**config.mk**
```make
export PLATFORM = sky130hd
export DESIGN_NAME = mnf_exec
export DESIGN_NICKNAME = d
export VERILOG_FILES = /design/src/mnf_pkg.sv /design/src/mnf_exec.sv
export SDC_FILE = /design/constraint.sdc
export NUM_CORES = 1
export LEC_CHECK = 0
export BUFFER_PORTS_ARGS = -buffer_cell sky130_fd_sc_hd__buf_2
export CORE_MARGIN = 3
export CORE_UTILIZATION = 45
export CTS_CLUSTER_DIAMETER = 60
export CTS_CLUSTER_SIZE = 10
export DETAILED_ROUTE_END_ITERATION = 8
export PLACE_DENSITY = 0.74
export SYNTH_ARGS = -nofsm -noshare
export SYNTH_HDL_FRONTEND = slang
export SYNTH_SLANG_ARGS = --single-unit
```
**constraint.sdc**
```tcl
create_clock -name i_ref_clk -period 4.87 [get_ports i_ref_clk]
set_clock_uncertainty 0.05 [all_clocks]
set_input_delay 0.7305 -clock i_ref_clk [delete_from_list [all_inputs] [get_ports i_ref_clk]]
set_output_delay 0.7305 -clock i_ref_clk [all_outputs]
set_load 0.05 [all_outputs]
```
**src/mnf_pkg.sv**
```systemverilog
// constants and types for the multiply / negate / no-operation datapath
`default_nettype none
package mnf_pkg;
  // ----------------------------------------
  // widths
  // ----------------------------------------
  localparam int unsigned BYTE_W = 8;
  localparam int unsigned BANK_W = 4;
  localparam int unsigned MEM_AW = 12;
  localparam int unsigned REG_AW = 3;
  localparam int unsigned INSTR_W = 16;
  localparam int unsigned STAT_W = 5;
  // ----------------------------------------
  // register port offsets
  // ----------------------------------------
  localparam logic [2:0] ADDR_ACC = 3'h0;
  localparam logic [2:0] ADDR_BANK = 3'h1;
  localparam logic [2:0] ADDR_PROD_LO = 3'h2;
  localparam logic [2:0] ADDR_PROD_HI = 3'h3;
  localparam logic [2:0] ADDR_STATUS = 3'h4;
  // ----------------------------------------
  // status flag positions
  // ----------------------------------------
  localparam int unsigned ST_C = 0;
  localparam int unsigned ST_DC = 1;
  localparam int unsigned ST_Z = 2;
  localparam int unsigned ST_OV = 3;
  localparam int unsigned ST_N = 4;
  // ----------------------------------------
  // reset values
  // ----------------------------------------
  localparam logic [7:0] RST_BYTE = 8'h00;
  localparam logic [3:0] RST_BANK = 4'h0;
  localparam logic [4:0] RST_STATUS = 5'h00;
  // ----------------------------------------
  // opcodes and access bank
  // ----------------------------------------
  localparam logic [6:0] OPC_MUL = 7'h01;
  localparam logic [6:0] OPC_NEG = 7'h36;
  localparam logic [15:0] OPC_NOP = 16'h0000;
  localparam logic [3:0] OPC_NOP_ALT = 4'hF;
  localparam logic [3:0] ACC_LOW_BANK = 4'h0;
  localparam logic [3:0] ACC_HIGH_BANK = 4'hF;
  localparam logic [7:0] ACC_SPLIT = 8'h80;
  // ----------------------------------------
  // types
  // ----------------------------------------
  typedef enum logic [1:0] {
    MNF_Q1 = 2'b00,
    MNF_Q2 = 2'b01,
    MNF_Q3 = 2'b10,
    MNF_Q4 = 2'b11
  } mnf_phase_t;
  typedef enum logic [1:0] {
    MNF_OP_NOP = 2'b00,
    MNF_OP_MUL = 2'b01,
    MNF_OP_NEG = 2'b10
  } mnf_op_t;
  typedef struct packed {
    logic we;
    logic [MEM_AW-1:0] addr;
    logic [BYTE_W-1:0] wdata;
  } mnf_mem_req_t;
endpackage
`default_nettype wire

```
**src/mnf_exec.sv**
```systemverilog
// execution datapath for register multiply, negate and no-operation
//
// Behaviour
// - multiply accumulator by byte into product pair
// - multiply leaves accumulator and byte unchanged
// - multiply touches no status flag
// - access bit 0 access bank, 1 bank select
// - negate forms inverse plus one
// - negate writes back, updates N OV C DC Z
`timescale 1ns/1ps
`default_nettype none
module mnf_exec
(
  input wire logic i_ref_clk,
  input wire logic i_rst,
  input wire logic i_ce,
  input wire logic [15:0] i_instr,
  input wire logic i_instr_valid,
  input wire logic [7:0] i_mem_rdata,
  input wire logic [2:0] i_addr,
  input wire logic [7:0] i_wdata,
  input wire logic i_we,
  input wire logic i_re,
  output logic [7:0] o_rdata,
  output mnf_pkg::mnf_mem_req_t o_mem,
  output mnf_pkg::mnf_phase_t o_phase,
  output logic o_retire,
  output logic [4:0] o_status,
  output logic [15:0] o_prod
);
  // ----------------------------------------
  // decode helpers
  // ----------------------------------------
  function automatic mnf_pkg::mnf_op_t decode_op
  (
    input logic [15:0] instr,
    input logic valid
  );
    mnf_pkg::mnf_op_t op;
    op = mnf_pkg::MNF_OP_NOP;
    if (valid && instr[15:9] == mnf_pkg::OPC_MUL)
    begin
      op = mnf_pkg::MNF_OP_MUL;
    end
    else if (valid && instr[15:9] == mnf_pkg::OPC_NEG)
    begin
      op = mnf_pkg::MNF_OP_NEG;
    end
    return op;
  endfunction

  // bank for a file address; a low access bit overrides bank select
  function automatic logic [3:0] pick_bank
  (
    input logic abit,
    input logic [7:0] f,
    input logic [3:0] bsel
  );
    logic [3:0] bank;
    bank = bsel;
    if (!abit)
    begin
      bank = (f < mnf_pkg::ACC_SPLIT) ? mnf_pkg::ACC_LOW_BANK
                                      : mnf_pkg::ACC_HIGH_BANK;
    end
    return bank;
  endfunction

  // ----------------------------------------
  // state
  // ----------------------------------------
  logic [7:0] accumulator;
  logic [3:0] bank_select_register;
  logic [7:0] product_low_byte;
  logic [7:0] product_high_byte;
  logic [4:0] status;
  logic [7:0] operand;
  mnf_pkg::mnf_op_t op;
  mnf_pkg::mnf_phase_t phase;
  mnf_pkg::mnf_phase_t next_phase;
  logic [7:0] neg_result;
  logic [4:0] neg_carry_lo;
  logic [8:0] neg_carry_all;
  logic [15:0] next_product;
  logic mem_we;
  logic [11:0] mem_addr;
  logic [7:0] mem_wdata;

  assign o_mem = {mem_we, mem_addr, mem_wdata};
  assign o_phase = phase;
  assign o_status = status;
  assign o_prod = {product_high_byte, product_low_byte};

  // ----------------------------------------
  // phase sequencer
  // ----------------------------------------
  // four internal phases make one instruction cycle
  always_comb
  begin
    case (phase)
      mnf_pkg::MNF_Q1: next_phase = mnf_pkg::MNF_Q2;
      mnf_pkg::MNF_Q2: next_phase = mnf_pkg::MNF_Q3;
      mnf_pkg::MNF_Q3: next_phase = mnf_pkg::MNF_Q4;
      mnf_pkg::MNF_Q4: next_phase = mnf_pkg::MNF_Q1;
      default: next_phase = mnf_pkg::MNF_Q1;
    endcase
  end

  always_ff @(posedge i_ref_clk)
  begin
    if (i_rst)
    begin
      phase <= mnf_pkg::MNF_Q1;
      o_retire <= 1'b0;
    end
    else if (i_ce)
    begin
      phase <= next_phase;
      o_retire <= (phase == mnf_pkg::MNF_Q4);
    end
  end

  // ----------------------------------------
  // decode (Q1) and operand address (Q2)
  // ----------------------------------------
  // the address is registered so memory sees it from Q2 until Q4 ends
  always_ff @(posedge i_ref_clk)
  begin
    if (i_rst)
    begin
      op <= mnf_pkg::MNF_OP_NOP;
      mem_addr <= '0;
    end
    else if (i_ce && phase == mnf_pkg::MNF_Q1)
    begin
      op <= decode_op(i_instr, i_instr_valid);
      mem_addr <= {pick_bank(i_instr[8], i_instr[7:0],
                             bank_select_register),
                   i_instr[7:0]};
    end
  end

  // ----------------------------------------
  // process (Q3)
  // ----------------------------------------
  assign neg_result = ~i_mem_rdata + 8'h01;
  assign neg_carry_lo = {1'b0, ~operand[3:0]} + 5'h01;
  assign neg_carry_all = {1'b0, ~operand} + 9'h001;
  assign next_product = 16'(accumulator) * 16'(operand);

  always_ff @(posedge i_ref_clk)
  begin
    if (i_rst)
    begin
      operand <= mnf_pkg::RST_BYTE;
    end
    else if (i_ce && phase == mnf_pkg::MNF_Q3)
    begin
      operand <= i_mem_rdata;
    end
  end

  // memory write strobe stands for Q4 only, and only for negate
  always_ff @(posedge i_ref_clk)
  begin
    if (i_rst)
    begin
      mem_we <= 1'b0;
      mem_wdata <= mnf_pkg::RST_BYTE;
    end
    else if (i_ce)
    begin
      mem_we <= (phase == mnf_pkg::MNF_Q3) &&
                (op == mnf_pkg::MNF_OP_NEG);
      if (phase == mnf_pkg::MNF_Q3)
      begin
        mem_wdata <= neg_result;
      end
    end
  end

  // ----------------------------------------
  // write back (Q4)
  // ----------------------------------------
  always_ff @(posedge i_ref_clk)
  begin
    if (i_rst)
    begin
      product_low_byte <= mnf_pkg::RST_BYTE;
      product_high_byte <= mnf_pkg::RST_BYTE;
    end
    else if (i_ce && phase == mnf_pkg::MNF_Q4 &&
             op == mnf_pkg::MNF_OP_MUL)
    begin
      product_low_byte <= next_product[7:0];
      product_high_byte <= next_product[15:8];
    end
  end

  // flags move only for negate; a zero product raises nothing
  always_ff @(posedge i_ref_clk)
  begin
    if (i_rst)
    begin
      status <= mnf_pkg::RST_STATUS;
    end
    else if (i_ce && phase == mnf_pkg::MNF_Q4 &&
             op == mnf_pkg::MNF_OP_NEG)
    begin
      status[mnf_pkg::ST_C] <= neg_carry_all[8];
      status[mnf_pkg::ST_DC] <= neg_carry_lo[4];
      status[mnf_pkg::ST_Z] <= (o_mem.wdata == 8'h00);
      status[mnf_pkg::ST_OV] <= (operand == 8'h80);
      status[mnf_pkg::ST_N] <= o_mem.wdata[7];
    end
  end

  // ----------------------------------------
  // register port
  // ----------------------------------------
  // accumulator and bank select belong to software only
  always_ff @(posedge i_ref_clk)
  begin
    if (i_rst)
    begin
      accumulator <= mnf_pkg::RST_BYTE;
      bank_select_register <= mnf_pkg::RST_BANK;
    end
    else if (i_ce && i_we)
    begin
      if (i_addr == mnf_pkg::ADDR_ACC)
      begin
        accumulator <= i_wdata;
      end
      if (i_addr == mnf_pkg::ADDR_BANK)
      begin
        bank_select_register <= i_wdata[3:0];
      end
    end
  end

  // read data stand for one cycle; unmapped reads give zero
  always_ff @(posedge i_ref_clk)
  begin
    if (i_rst)
    begin
      o_rdata <= 8'h00;
    end
    else if (i_ce)
    begin
      o_rdata <= 8'h00;
      if (i_re)
      begin
        case (i_addr)
          mnf_pkg::ADDR_ACC: o_rdata <= accumulator;
          mnf_pkg::ADDR_BANK: o_rdata <= {4'h0, bank_select_register};
          mnf_pkg::ADDR_PROD_LO: o_rdata <= product_low_byte;
          mnf_pkg::ADDR_PROD_HI: o_rdata <= product_high_byte;
          mnf_pkg::ADDR_STATUS: o_rdata <= {3'h0, status};
          default: o_rdata <= 8'h00;
        endcase
      end
    end
  end

  logic [7:0] q1_f;
  logic q1_a;
  logic [3:0] q1_bank;
  always_ff @(posedge i_ref_clk)
  begin
    if (i_ce && phase == mnf_pkg::MNF_Q1)
    begin
      q1_f <= i_instr[7:0];
      q1_a <= i_instr[8];
      q1_bank <= bank_select_register;
    end
  end
endmodule // mnf_exec
`default_nettype wire

```
==> flow_summary.toml, run 1 <==
[run_status]
status = "finished, final reports clean"

[layout]
fillCellCount = 1054
register_area_mm2 = 0.00148
multi_input_area_mm2 = 0.00343
final_cell_mix = "buf_2 (93), nand2_1 (89), dfxtp_1 (74), a21oi_1 (59), inv_1 (58)"
final_common_cell = "buf_2"
drive_above_1_share_pct = 16.9
diodes = 0
layoutNonFillerInstCount = 847
fin_nets = 818
area_growth_pct = 14.7

[worst_setup_path]
startpoint_type = "flip-flop"
reg2reg_from = "accumulator[2]"
worstSetupPathType = "flip-flop to flip-flop"
path_max_fanout = 10
critPathCaptureType = "flip-flop"
worstRegToRegCells = 13
r2r-end = "product_high_byte[6]"
cp_data_required_time_ns = 5.07
reg2reg_slack_ns = 0.44
arrival_ns = 4.63

[placement]
place_congestion = 0.896
dp_hpwl_um = 10800
dp.cells = 832
numPortBuffers = 93

[logic_synthesis]
syn_area_mm2 = 0.00531
syn_nets = 750
synth_cells = 632
synth_edf_count = 0
syn_area_per_cell_um2 = 8.39
async_reset_ff_share_pct = 0
synth_top_cell_by_area = "dfxtp_1"
ys_seq_area_share_pct = 27.9
yosysWarnings = 0
synth_ff_type = "dfxtp_1"
synth_top_area_share_pct = 27.9
synth_area_leaders = "dfxtp_1 (28%), fa_1 (14%), ha_1 (9.7%)"
ys_ff_latch = 74
synth_cell_types = 53

[min_path]
hp-start = "mem_addr[1]"
hp-class = "flip-flop to flip-flop"
min_path_cells = 2
hold_path_end = "mem_addr[1]"

[sta]
finalSetupViolations = 0
worst_pin_slew_ns = 0.749
rsz0062_at_grt = "no"
fin_crit_ns = 4.43
slew_violations = 0
max_freq_mhz = 226
period_share_pct = 91.0
final_hold_viol_count = 0
slew_headroom_pct = 50.0
tns_ns = 0

[floorplan]
ioPinCount = 94
die_w_um = 115
coreArea_mm2 = 0.0115
dieArea_mm2 = 0.0131
die_h_um = 115
rows = 39
initial_core_util_pct = 46.3

[detailed_routing]
route.detailed.drc = 0
wirelength_um = 13900
ant_nets = 0
num_vias = 4666
wl_per_cell_um = 16.4
via_per_inst = 5.51
drt-pass1-iter-count = 5
drtIter0Drc = 372

[global_route]
gr-total-overflow = 0
grt_max_degree = 59
antenna_found_initial = 0
grt_pass1_vias = 4580
grt_pass1_wl_um = 22600
track_usage_pct = 21.7

[cts]
clkSlewWorstSetupHoldPaths_ns = 0.06
cts_setup_buffers = 0
clockBufferDepth = 2
cts-resized-gates = 0
cts_sinks = 74
cts-root-buf = "clkbuf_16"
htree_levels = 3
cts_tree = "done"
clkLatencyLatePin_ns = 0.34
cts_hold_buf = 0
numCtsBuffers = 9

[power_and_ir_drop]
ir_drop_mv = 0.168
p_per_area_mw_per_mm2 = 235
p_leak_nw = 3.04

[run]
drv_cap = 0
[Yosys cell counts, drive strengths merged (6+ instances only)]
cell type  count
buf           14
a21oi         59
dfxtp         74
nand3b         6
clkbuf        25
nor2          49
a22oi          9
inv           58
nand2         89
nand3          6
o21ai         11
mux2i         20
fa            36
and2          51
ha            41
nor3           9
[logic make-up (layout without fill, tap and decap cells)]
group / after synthesis / in the layout / synth area share (%)
mux: 23 / 23 / 4.41
fa+ha+maj: 77 / 77 / 23.3
flops: 74 / 74 / 27.9
buf+inv: 97 / 169 / 7.36
simple gates: 244 / 244 / 23.4
compound gates: 108 / 108 / 12.2
xor+xnor: 9 / 9 / 1.49
[worst max-delay path, stage by stage, from the launching register on]
cell and delay, ns:
dfxtp_1 0.55, and2_1 0.21, fa_1 0.46, fa_1 0.52, fa_1 0.54, inv_1 0.06
fa_1 0.53, inv_1 0.05, ha_1 0.38, nand2_1 0.08, a21boi_0 0.32, nand2_1 0.18
a211oi_1 0.22, nor4b_2 0.21
[through the flow]
| step | total power, mW | setup WS (ns) | hold WS (ns) | util (%) | area, um^2 |
|---|---|---|---|---|---|
| 3_5_place_dp | 0.796 | 0.473 | 0.398 | 50.6 | 5800 |
| 2_1_floorplan | 0.748 | 0.753 | 0.390 | - | 5310 |
| 4_1_cts | 1.44 | 0.446 | 0.406 | 53.1 | 6080 |
| 6_report | 1.43 | 0.438 | 0.404 | 53.1 | 6080 |
| 3_3_place_gp | 0.791 | 0.600 | 0.389 | 50.6 | 5800 |
| 5_1_grt | 1.48 | 0.194 | 0.430 | 53.1 | 6080 |
[layout make-up]
cell class,count,area share (%)
Timing Repair Buffer,96,8.02
Tap cell,143,2.94
Multi-Input combinational cell,461,56.4
Clock buffer,10,3.76
Clock inverter,5,0.925
Sequential cell,74,24.3
Inverter,58,3.58
[per-layer routing]
| metal | GRT usage [%] | up-vias | part of all wire, % |
|---|---|---|---|
| li1 | - | 2224 | - |
| met1 | 28.3 | 2245 | 43 |
| met2 | 35.7 | 176 | 48 |
| met3 | 5.02 | 21 | 7.0 |
| met4 | 7.05 | 0 | 1.7 |
| met5 | 0 | - | 0 |
[flip-flops by register name (all words and copies together), names as in the netlist]
register and flops:
product_low_byte 8, o_status 5, accumulator 8, mem_we 1, mem_addr 12, o_retire 1
mem_wdata 7, bank_select_register 4, o_rdata 8, op 2, operand 8, product_high_byte 8
o_phase 2
[where the power goes]
| group | switching (mW) | internal [mW] |
|---|---|---|
| Sequential | 0.0142 | 0.620 |
| Clock | 0.254 | 0.393 |
| Combinational | 0.106 | 0.0435 |
| Total | 0.374 | 1.06 |
[worst max-delay path by stage]
stage | from | endpoint | slack (ns) | depth (start not counted)
6_report | accumulator[2] | product_high_byte[6] | 0.44 | 13
4_1_cts | accumulator[0] | product_high_byte[6] | 0.45 | 14
3_3_place_gp | operand[6] | product_high_byte[6] | 0.60 | 14
2_1_floorplan | operand[7] | product_high_byte[3] | 0.75 | 15
3_5_place_dp | operand[7] | product_high_byte[6] | 0.47 | 14
5_1_grt | operand[6] | product_high_byte[6] | 0.19 | 13
Note: power is estimated with default switching activity, not from simulation.
==> run 2: changes to the inputs <==
--- a/config.mk
+++ b/config.mk
@@ -5,7 +5,9 @@
 export SDC_FILE = /design/constraint.sdc
 export NUM_CORES = 1
 export LEC_CHECK = 0
+export ABC_AREA = 1
 export BUFFER_PORTS_ARGS = -buffer_cell sky130_fd_sc_hd__buf_2
+export CAP_MARGIN = 25
 export CORE_MARGIN = 3
 export CORE_UTILIZATION = 45
 export CTS_CLUSTER_DIAMETER = 60
==> run 2 against run 1 <==
Cell area increased by 5.7%. Via count grew 12%. Synthesized area is 6.8% higher. Wire length up 6.8%. Setup slack better by 0.15 ns. Non-clock buffer count unchanged. Worst hold slack improved by 0.0056 ns. Sequential cell count did not move. Register-to-register slack improved by 0.15 ns. Sequential share of layout area decreased by 1.3 points. Clock-buffer cell count is 3 higher. Critical endpoint is now product_high_byte[7].
==> flow_summary.toml, run 2 <==
[run_status]
status = "finished, final reports clean"

[layout]
fin_nets = 996
area_growth_pct = 13.6
drive_above_1_share_pct = 15.9
largest_reg_flops = 12
final_common_cell = "nand2_1"
diodes = 0
final_cell_mix = "nand2_1 (193), inv_1 (167), buf_2 (93), dfxtp_1 (74), nor2_1 (67)"
regMostFlops = "mem_addr"
fillCellCount = 1214

[detailed_routing]
drt-pass1-iter-count = 5
via_per_inst = 4.97
wirelength_um = 14800
wl_per_cell_um = 14.1
drtIter0Drc = 389
num_vias = 5219
ant_nets = 0
route.detailed.drc = 0

[worst_setup_path]
slowest_stage = "dfxtp_1"
crit_chain = "nand2_1, fa_1, fa_1, inv_1, fa_1, inv_1, fa_1, inv_1, ha_1, nand2_1, nor2_1, and2_1, nand2_1, nand3_1, nand2_1, nand3_1, nand2_1, inv_1"
cp_data_required_time_ns = 5.05
path_max_fanout = 10
crit_path_start = "accumulator[0]"
arrival_ns = 4.46
path_delay_family = "adder cells"
path_buf_inv = 4
critPathCaptureType = "flip-flop"
startpoint_type = "flip-flop"
worstSetupPathType = "flip-flop to flip-flop"
critPathMaxStageDelay_ns = 0.57
reg2reg_from = "accumulator[0]"
path_common_cell = "nand2_1"

[sta]
rsz0062_at_grt = "no"
finalSetupViolations = 0
slew_violations = 0
slew_headroom_pct = 33.1
max_freq_mhz = 233
worst_pin_slew_ns = 1.00
final_hold_viol_count = 0
holdWs_ns = 0.410
fin_crit_ns = 4.28
tns_ns = 0
period_share_pct = 87.9

[cts]
clockBufferDepth = 2
cts_hold_buf = 0
cts-resized-gates = 0
cts_sinks = 74
clkLatencyLatePin_ns = 0.33
cts_tree = "done"
cts_setup_buffers = 0
clkSlewWorstSetupHoldPaths_ns = 0.06
cts-root-buf = "clkbuf_16"
htree_levels = 3
numCtsBuffers = 9

[global_route]
top_usage_layer = "met2"
use_met2_pct = 32.9
grt_pass1_wl_um = 24400
grt_pass1_vias = 4906
gr-usage-met1_pct = 31.3
gr-total-overflow = 0
antenna_found_initial = 0
grt_use_met3_pct = 4.11
grt_max_degree = 39
track_usage_pct = 21.4

[floorplan]
dieArea_mm2 = 0.0140
initial_core_util_pct = 46.6
die_w_um = 118
rows = 40
die_h_um = 118
ioPinCount = 94
coreArea_mm2 = 0.0122

[logic_synthesis]
async_reset_ff_share_pct = 0
syn_area_mm2 = 0.00566
synth_top_family_by_area = "simple AND/OR/NAND/NOR gates"
yosysWarnings = 0
synth_top_cell_by_area = "dfxtp_1"
synth_cell_types = 39
ys_seq_area_share_pct = 26.2
synth_common_cells = "nand2_1 (193), inv_1 (167), dfxtp_1 (74), nor2_1 (67), a21oi_1 (48)"
synth_compound_area_share_pct = 10.5
syn_nets = 924
synthAdderAreaFrac_pct = 21.8
yosys.area_share.simple_pct = 24.4
ys_ff_latch = 74
synth_ff_type = "dfxtp_1"
synth_xor_area_share_pct = 1.55
syn_area_per_cell_um2 = 7.03
synth_edf_count = 0
synth_most_common_cell = "nand2_1"
synth_mux_area_share_pct = 0
synth_area_leaders = "dfxtp_1 (26%), nand2_1 (13%), fa_1 (13%)"
synth_top_area_share_pct = 26.2
synth_cells = 806

[power_and_ir_drop]
power_mw = 1.49
ir_drop_mv = 0.195
p_leak_nw = 3.68
p_per_area_mw_per_mm2 = 231

[placement]
place_congestion = 0.908
numPortBuffers = 93
dp_hpwl_um = 11700

[run]
drv_cap = 0

[min_path]
hp-start = "o_rdata[6]"
hp-class = "flip-flop to flip-flop"
-- run 2: changes by cell type after synthesis, sizes merged, moves of 20 or more --
cell,previous run,this run
and2,51,1
inv,58,175
mux2i,20,0
nand2,89,200
nand3,6,36
nor2,49,71
o21ai,11,52
-- run 2: cell families (layout without fill, tap and decap cells) --
group / count (synthesis) / after routing
AO/OA/AOI/OAI: 111 / 111
XOR/XNOR: 10 / 10
adder cells (fa/ha/maj): 77 / 77
buffers and inverters: 210 / 287
flip-flops: 74 / 74
AND/OR/NAND/NOR: 324 / 324
-- run 2: layer usage --
layer  wire length [um]  vias up  share of wire (%)
li1                   -     2604                  -
met3               1170       19                7.9
met5                  0        -                  0
met2               6570      184                 44
met4                174        0                1.2
met1               6910     2412                 47
-- run 2: tightest hold or removal path, delay by kind of cell (launching register included) --
family | cells | cell delay (ns)
flops | 1 | 0.30
compound gates | 1 | 0.05
simple gates | 1 | 0.06
-- run 2: cell type report --
| cell class | instances | area, um^2 | share of cell area (%) |
|---|---|---|---|
| Clock buffer | 13 | 270 | 4.20 |
| Clock inverter | 3 | 21.3 | 0.331 |
| Inverter | 175 | 662 | 10.3 |
| Multi-Input combinational cell | 522 | 3300 | 51.3 |
| Sequential cell | 74 | 1480 | 23.0 |
| Tap cell | 168 | 210 | 3.27 |
| Timing Repair Buffer | 96 | 488 | 7.59 |
-- run 2: power by group --
part | total (mW) | internal [mW] | leakage (nW) | switching, mW
clock | 0.640 | 0.388 | 0.142 | 0.252
combinational | 0.193 | 0.0535 | 2.94 | 0.139
sequential | 0.653 | 0.628 | 0.601 | 0.0250
-- run 2: stage by stage --
stage	std cells	utilization [%]	setup slack, ns	instance area [um^2]
6_report	1051	52.9	0.587	6430
5_1_grt	1051	52.9	0.329	6430
4_1_cts	1051	52.9	0.603	6430
3_5_place_dp	1035	50.5	0.652	6140
3_3_place_gp	1035	50.5	0.725	6140
2_1_floorplan	806	-	0.921	5660
-- run 2: final timing paths --
kind                                              to  slack [ns]  cells after the start
worst max-delay path            product_high_byte[7]        0.59                     18
worst min-delay path                      o_rdata[6]        0.41                      2
worst max register to register  product_high_byte[7]        0.59                     18
worst min register to register            o_rdata[6]        0.41                      2
==> run 3: changes to the inputs <==
--- a/config.mk
+++ b/config.mk
@@ -5,15 +5,14 @@
 export SDC_FILE = /design/constraint.sdc
 export NUM_CORES = 1
 export LEC_CHECK = 0
-export ABC_AREA = 1
 export BUFFER_PORTS_ARGS = -buffer_cell sky130_fd_sc_hd__buf_2
 export CAP_MARGIN = 25
-export CORE_MARGIN = 3
 export CORE_UTILIZATION = 45
 export CTS_CLUSTER_DIAMETER = 60
 export CTS_CLUSTER_SIZE = 10
 export DETAILED_ROUTE_END_ITERATION = 8
 export PLACE_DENSITY = 0.74
+export SKIP_LAST_GASP = 1
 export SYNTH_ARGS = -nofsm -noshare
 export SYNTH_HDL_FRONTEND = slang
 export SYNTH_SLANG_ARGS = --single-unit
==> run 3 against run 2 <==
Critical path depth fell by 4. Sequential cell count did not move. Highest routed layer unchanged. Wire length shrank 12%. Non-clock buffer count decreased by 2. Cell area is 5.2% lower. Die area down 12%. Global-route usage grew 0.57 points. First-iteration DRC count shrank 23%. Core utilization grew 0.28 points. Via count decreased by 14%. Register-to-register slack lost 0.11 ns.
==> flow_summary.toml, run 3 (same netlist as run 1, synthesis figures left out) <==
[worst_setup_path]
worstSetupPathType = "flip-flop to flip-flop"
crit_path_start = "operand[7]"
cp_data_required_time_ns = 5.06
reg2reg_from = "operand[7]"
arrival_ns = 4.59
critPathCaptureType = "flip-flop"
startpoint_type = "flip-flop"
path_max_fanout = 11

[sta]
slew_headroom_pct = 50.0
max_freq_mhz = 228
holdWs_ns = 0.406
tns_ns = 0
slew_violations = 0
rsz0062_at_grt = "no"
finalSetupViolations = 0
fin_crit_ns = 4.40
final_hold_viol_count = 0
period_share_pct = 90.2
worst_pin_slew_ns = 0.749

[layout]
final_cell_mix = "buf_2 (93), nand2_1 (89), dfxtp_1 (74), a21oi_1 (59), inv_1 (58)"
drive_above_1_share_pct = 16.9
largest_reg_flops = 12
fin_nets = 816
regMostFlops = "mem_addr"
diodes = 0
final_common_cell = "buf_2"
area_growth_pct = 14.9

[cts]
cts-resized-gates = 0
numCtsBuffers = 9
cts_sinks = 74
clkLatencyLatePin_ns = 0.34
cts_tree = "done"
cts-root-buf = "clkbuf_16"
htree_levels = 3
cts_setup_buffers = 0
clockBufferDepth = 2
cts_hold_buf = 0
clkSlewWorstSetupHoldPaths_ns = 0.06

[detailed_routing]
wl_per_cell_um = 15.4
via_per_inst = 5.33
drtIter0Drc = 301
wirelength_um = 13000
ant_nets = 0
num_vias = 4506
route.detailed.drc = 0
drt-pass1-iter-count = 5

[run_status]
status = "finished, final reports clean"

[floorplan]
ioPinCount = 94
coreArea_mm2 = 0.0115
dieArea_mm2 = 0.0122
initial_core_util_pct = 46.3
die_w_um = 111
die_h_um = 111
rows = 39

[power_and_ir_drop]
p_per_area_mw_per_mm2 = 241
ir_drop_mv = 0.200
p_leak_nw = 3.04

[global_route]
grt_max_degree = 42
grt_pass1_vias = 4545
grt_pass1_wl_um = 21700
track_usage_pct = 22.0
gr-total-overflow = 0
antenna_found_initial = 0

[run]
drv_cap = 0

[min_path]
hp-class = "flip-flop to flip-flop"
hp-start = "mem_addr[7]"

[placement]
place_congestion = 0.873
numPortBuffers = 93
dp_hpwl_um = 10300
-- run 3: area by class of cell --
type,count,area (um^2)
inverters,58,218
clock inverters,5,60.1
clock buffers,11,253
flip-flops and latches,74,1480
fillers,1059,5370
well taps,143,179
repair buffers,94,473
multi-input cells,461,3430
-- run 3: path summary, 6_finish.rpt --
path         slack, ns  cells past startpoint                   end
max               0.47                     14  product_high_byte[6]
min               0.41                      2           mem_addr[7]
max reg2reg       0.47                     14  product_high_byte[6]
min reg2reg       0.41                      2           mem_addr[7]
-- run 3: metrics by stage --
step	area (um^2)	power (mW)	util, %	std cells	worst slack [ns]
5_1_grt	6100	1.52	53.2	846	0.209
3_5_place_dp	5780	0.794	50.4	830	0.504
3_3_place_gp	5780	0.790	50.4	830	0.608
6_report	6100	1.47	53.2	846	0.475
4_1_cts	6100	1.48	53.2	846	0.467
2_1_floorplan	5310	0.748	-	632	0.753
-- run 3: power breakdown --
group | total, mW | internal [mW] | leakage (nW) | switching (mW)
clock | 0.689 | 0.426 | 0.152 | 0.263
combinational | 0.148 | 0.0433 | 2.29 | 0.105
sequential | 0.633 | 0.620 | 0.599 | 0.0138
-- run 3: critical path, stage by stage, from the launching register on --
cell,delay (ns)
dfxtp_1,0.51
nand2_1,0.13
fa_1,0.54
fa_1,0.55
inv_1,0.06
fa_1,0.54
inv_1,0.06
fa_1,0.52
inv_1,0.04
ha_1,0.34
o211ai_1,0.13
o211ai_1,0.25
nand2_1,0.15
a211oi_1,0.22
nor4b_2,0.22
-- run 3: per-layer routing --
metal,GRT usage [%],up-vias,wire length [um]
met5,0,-,0
met4,8.18,0,314
met3,5.98,30,731
met2,36.6,125,6080
met1,27.1,2127,5890
li1,-,2224,-
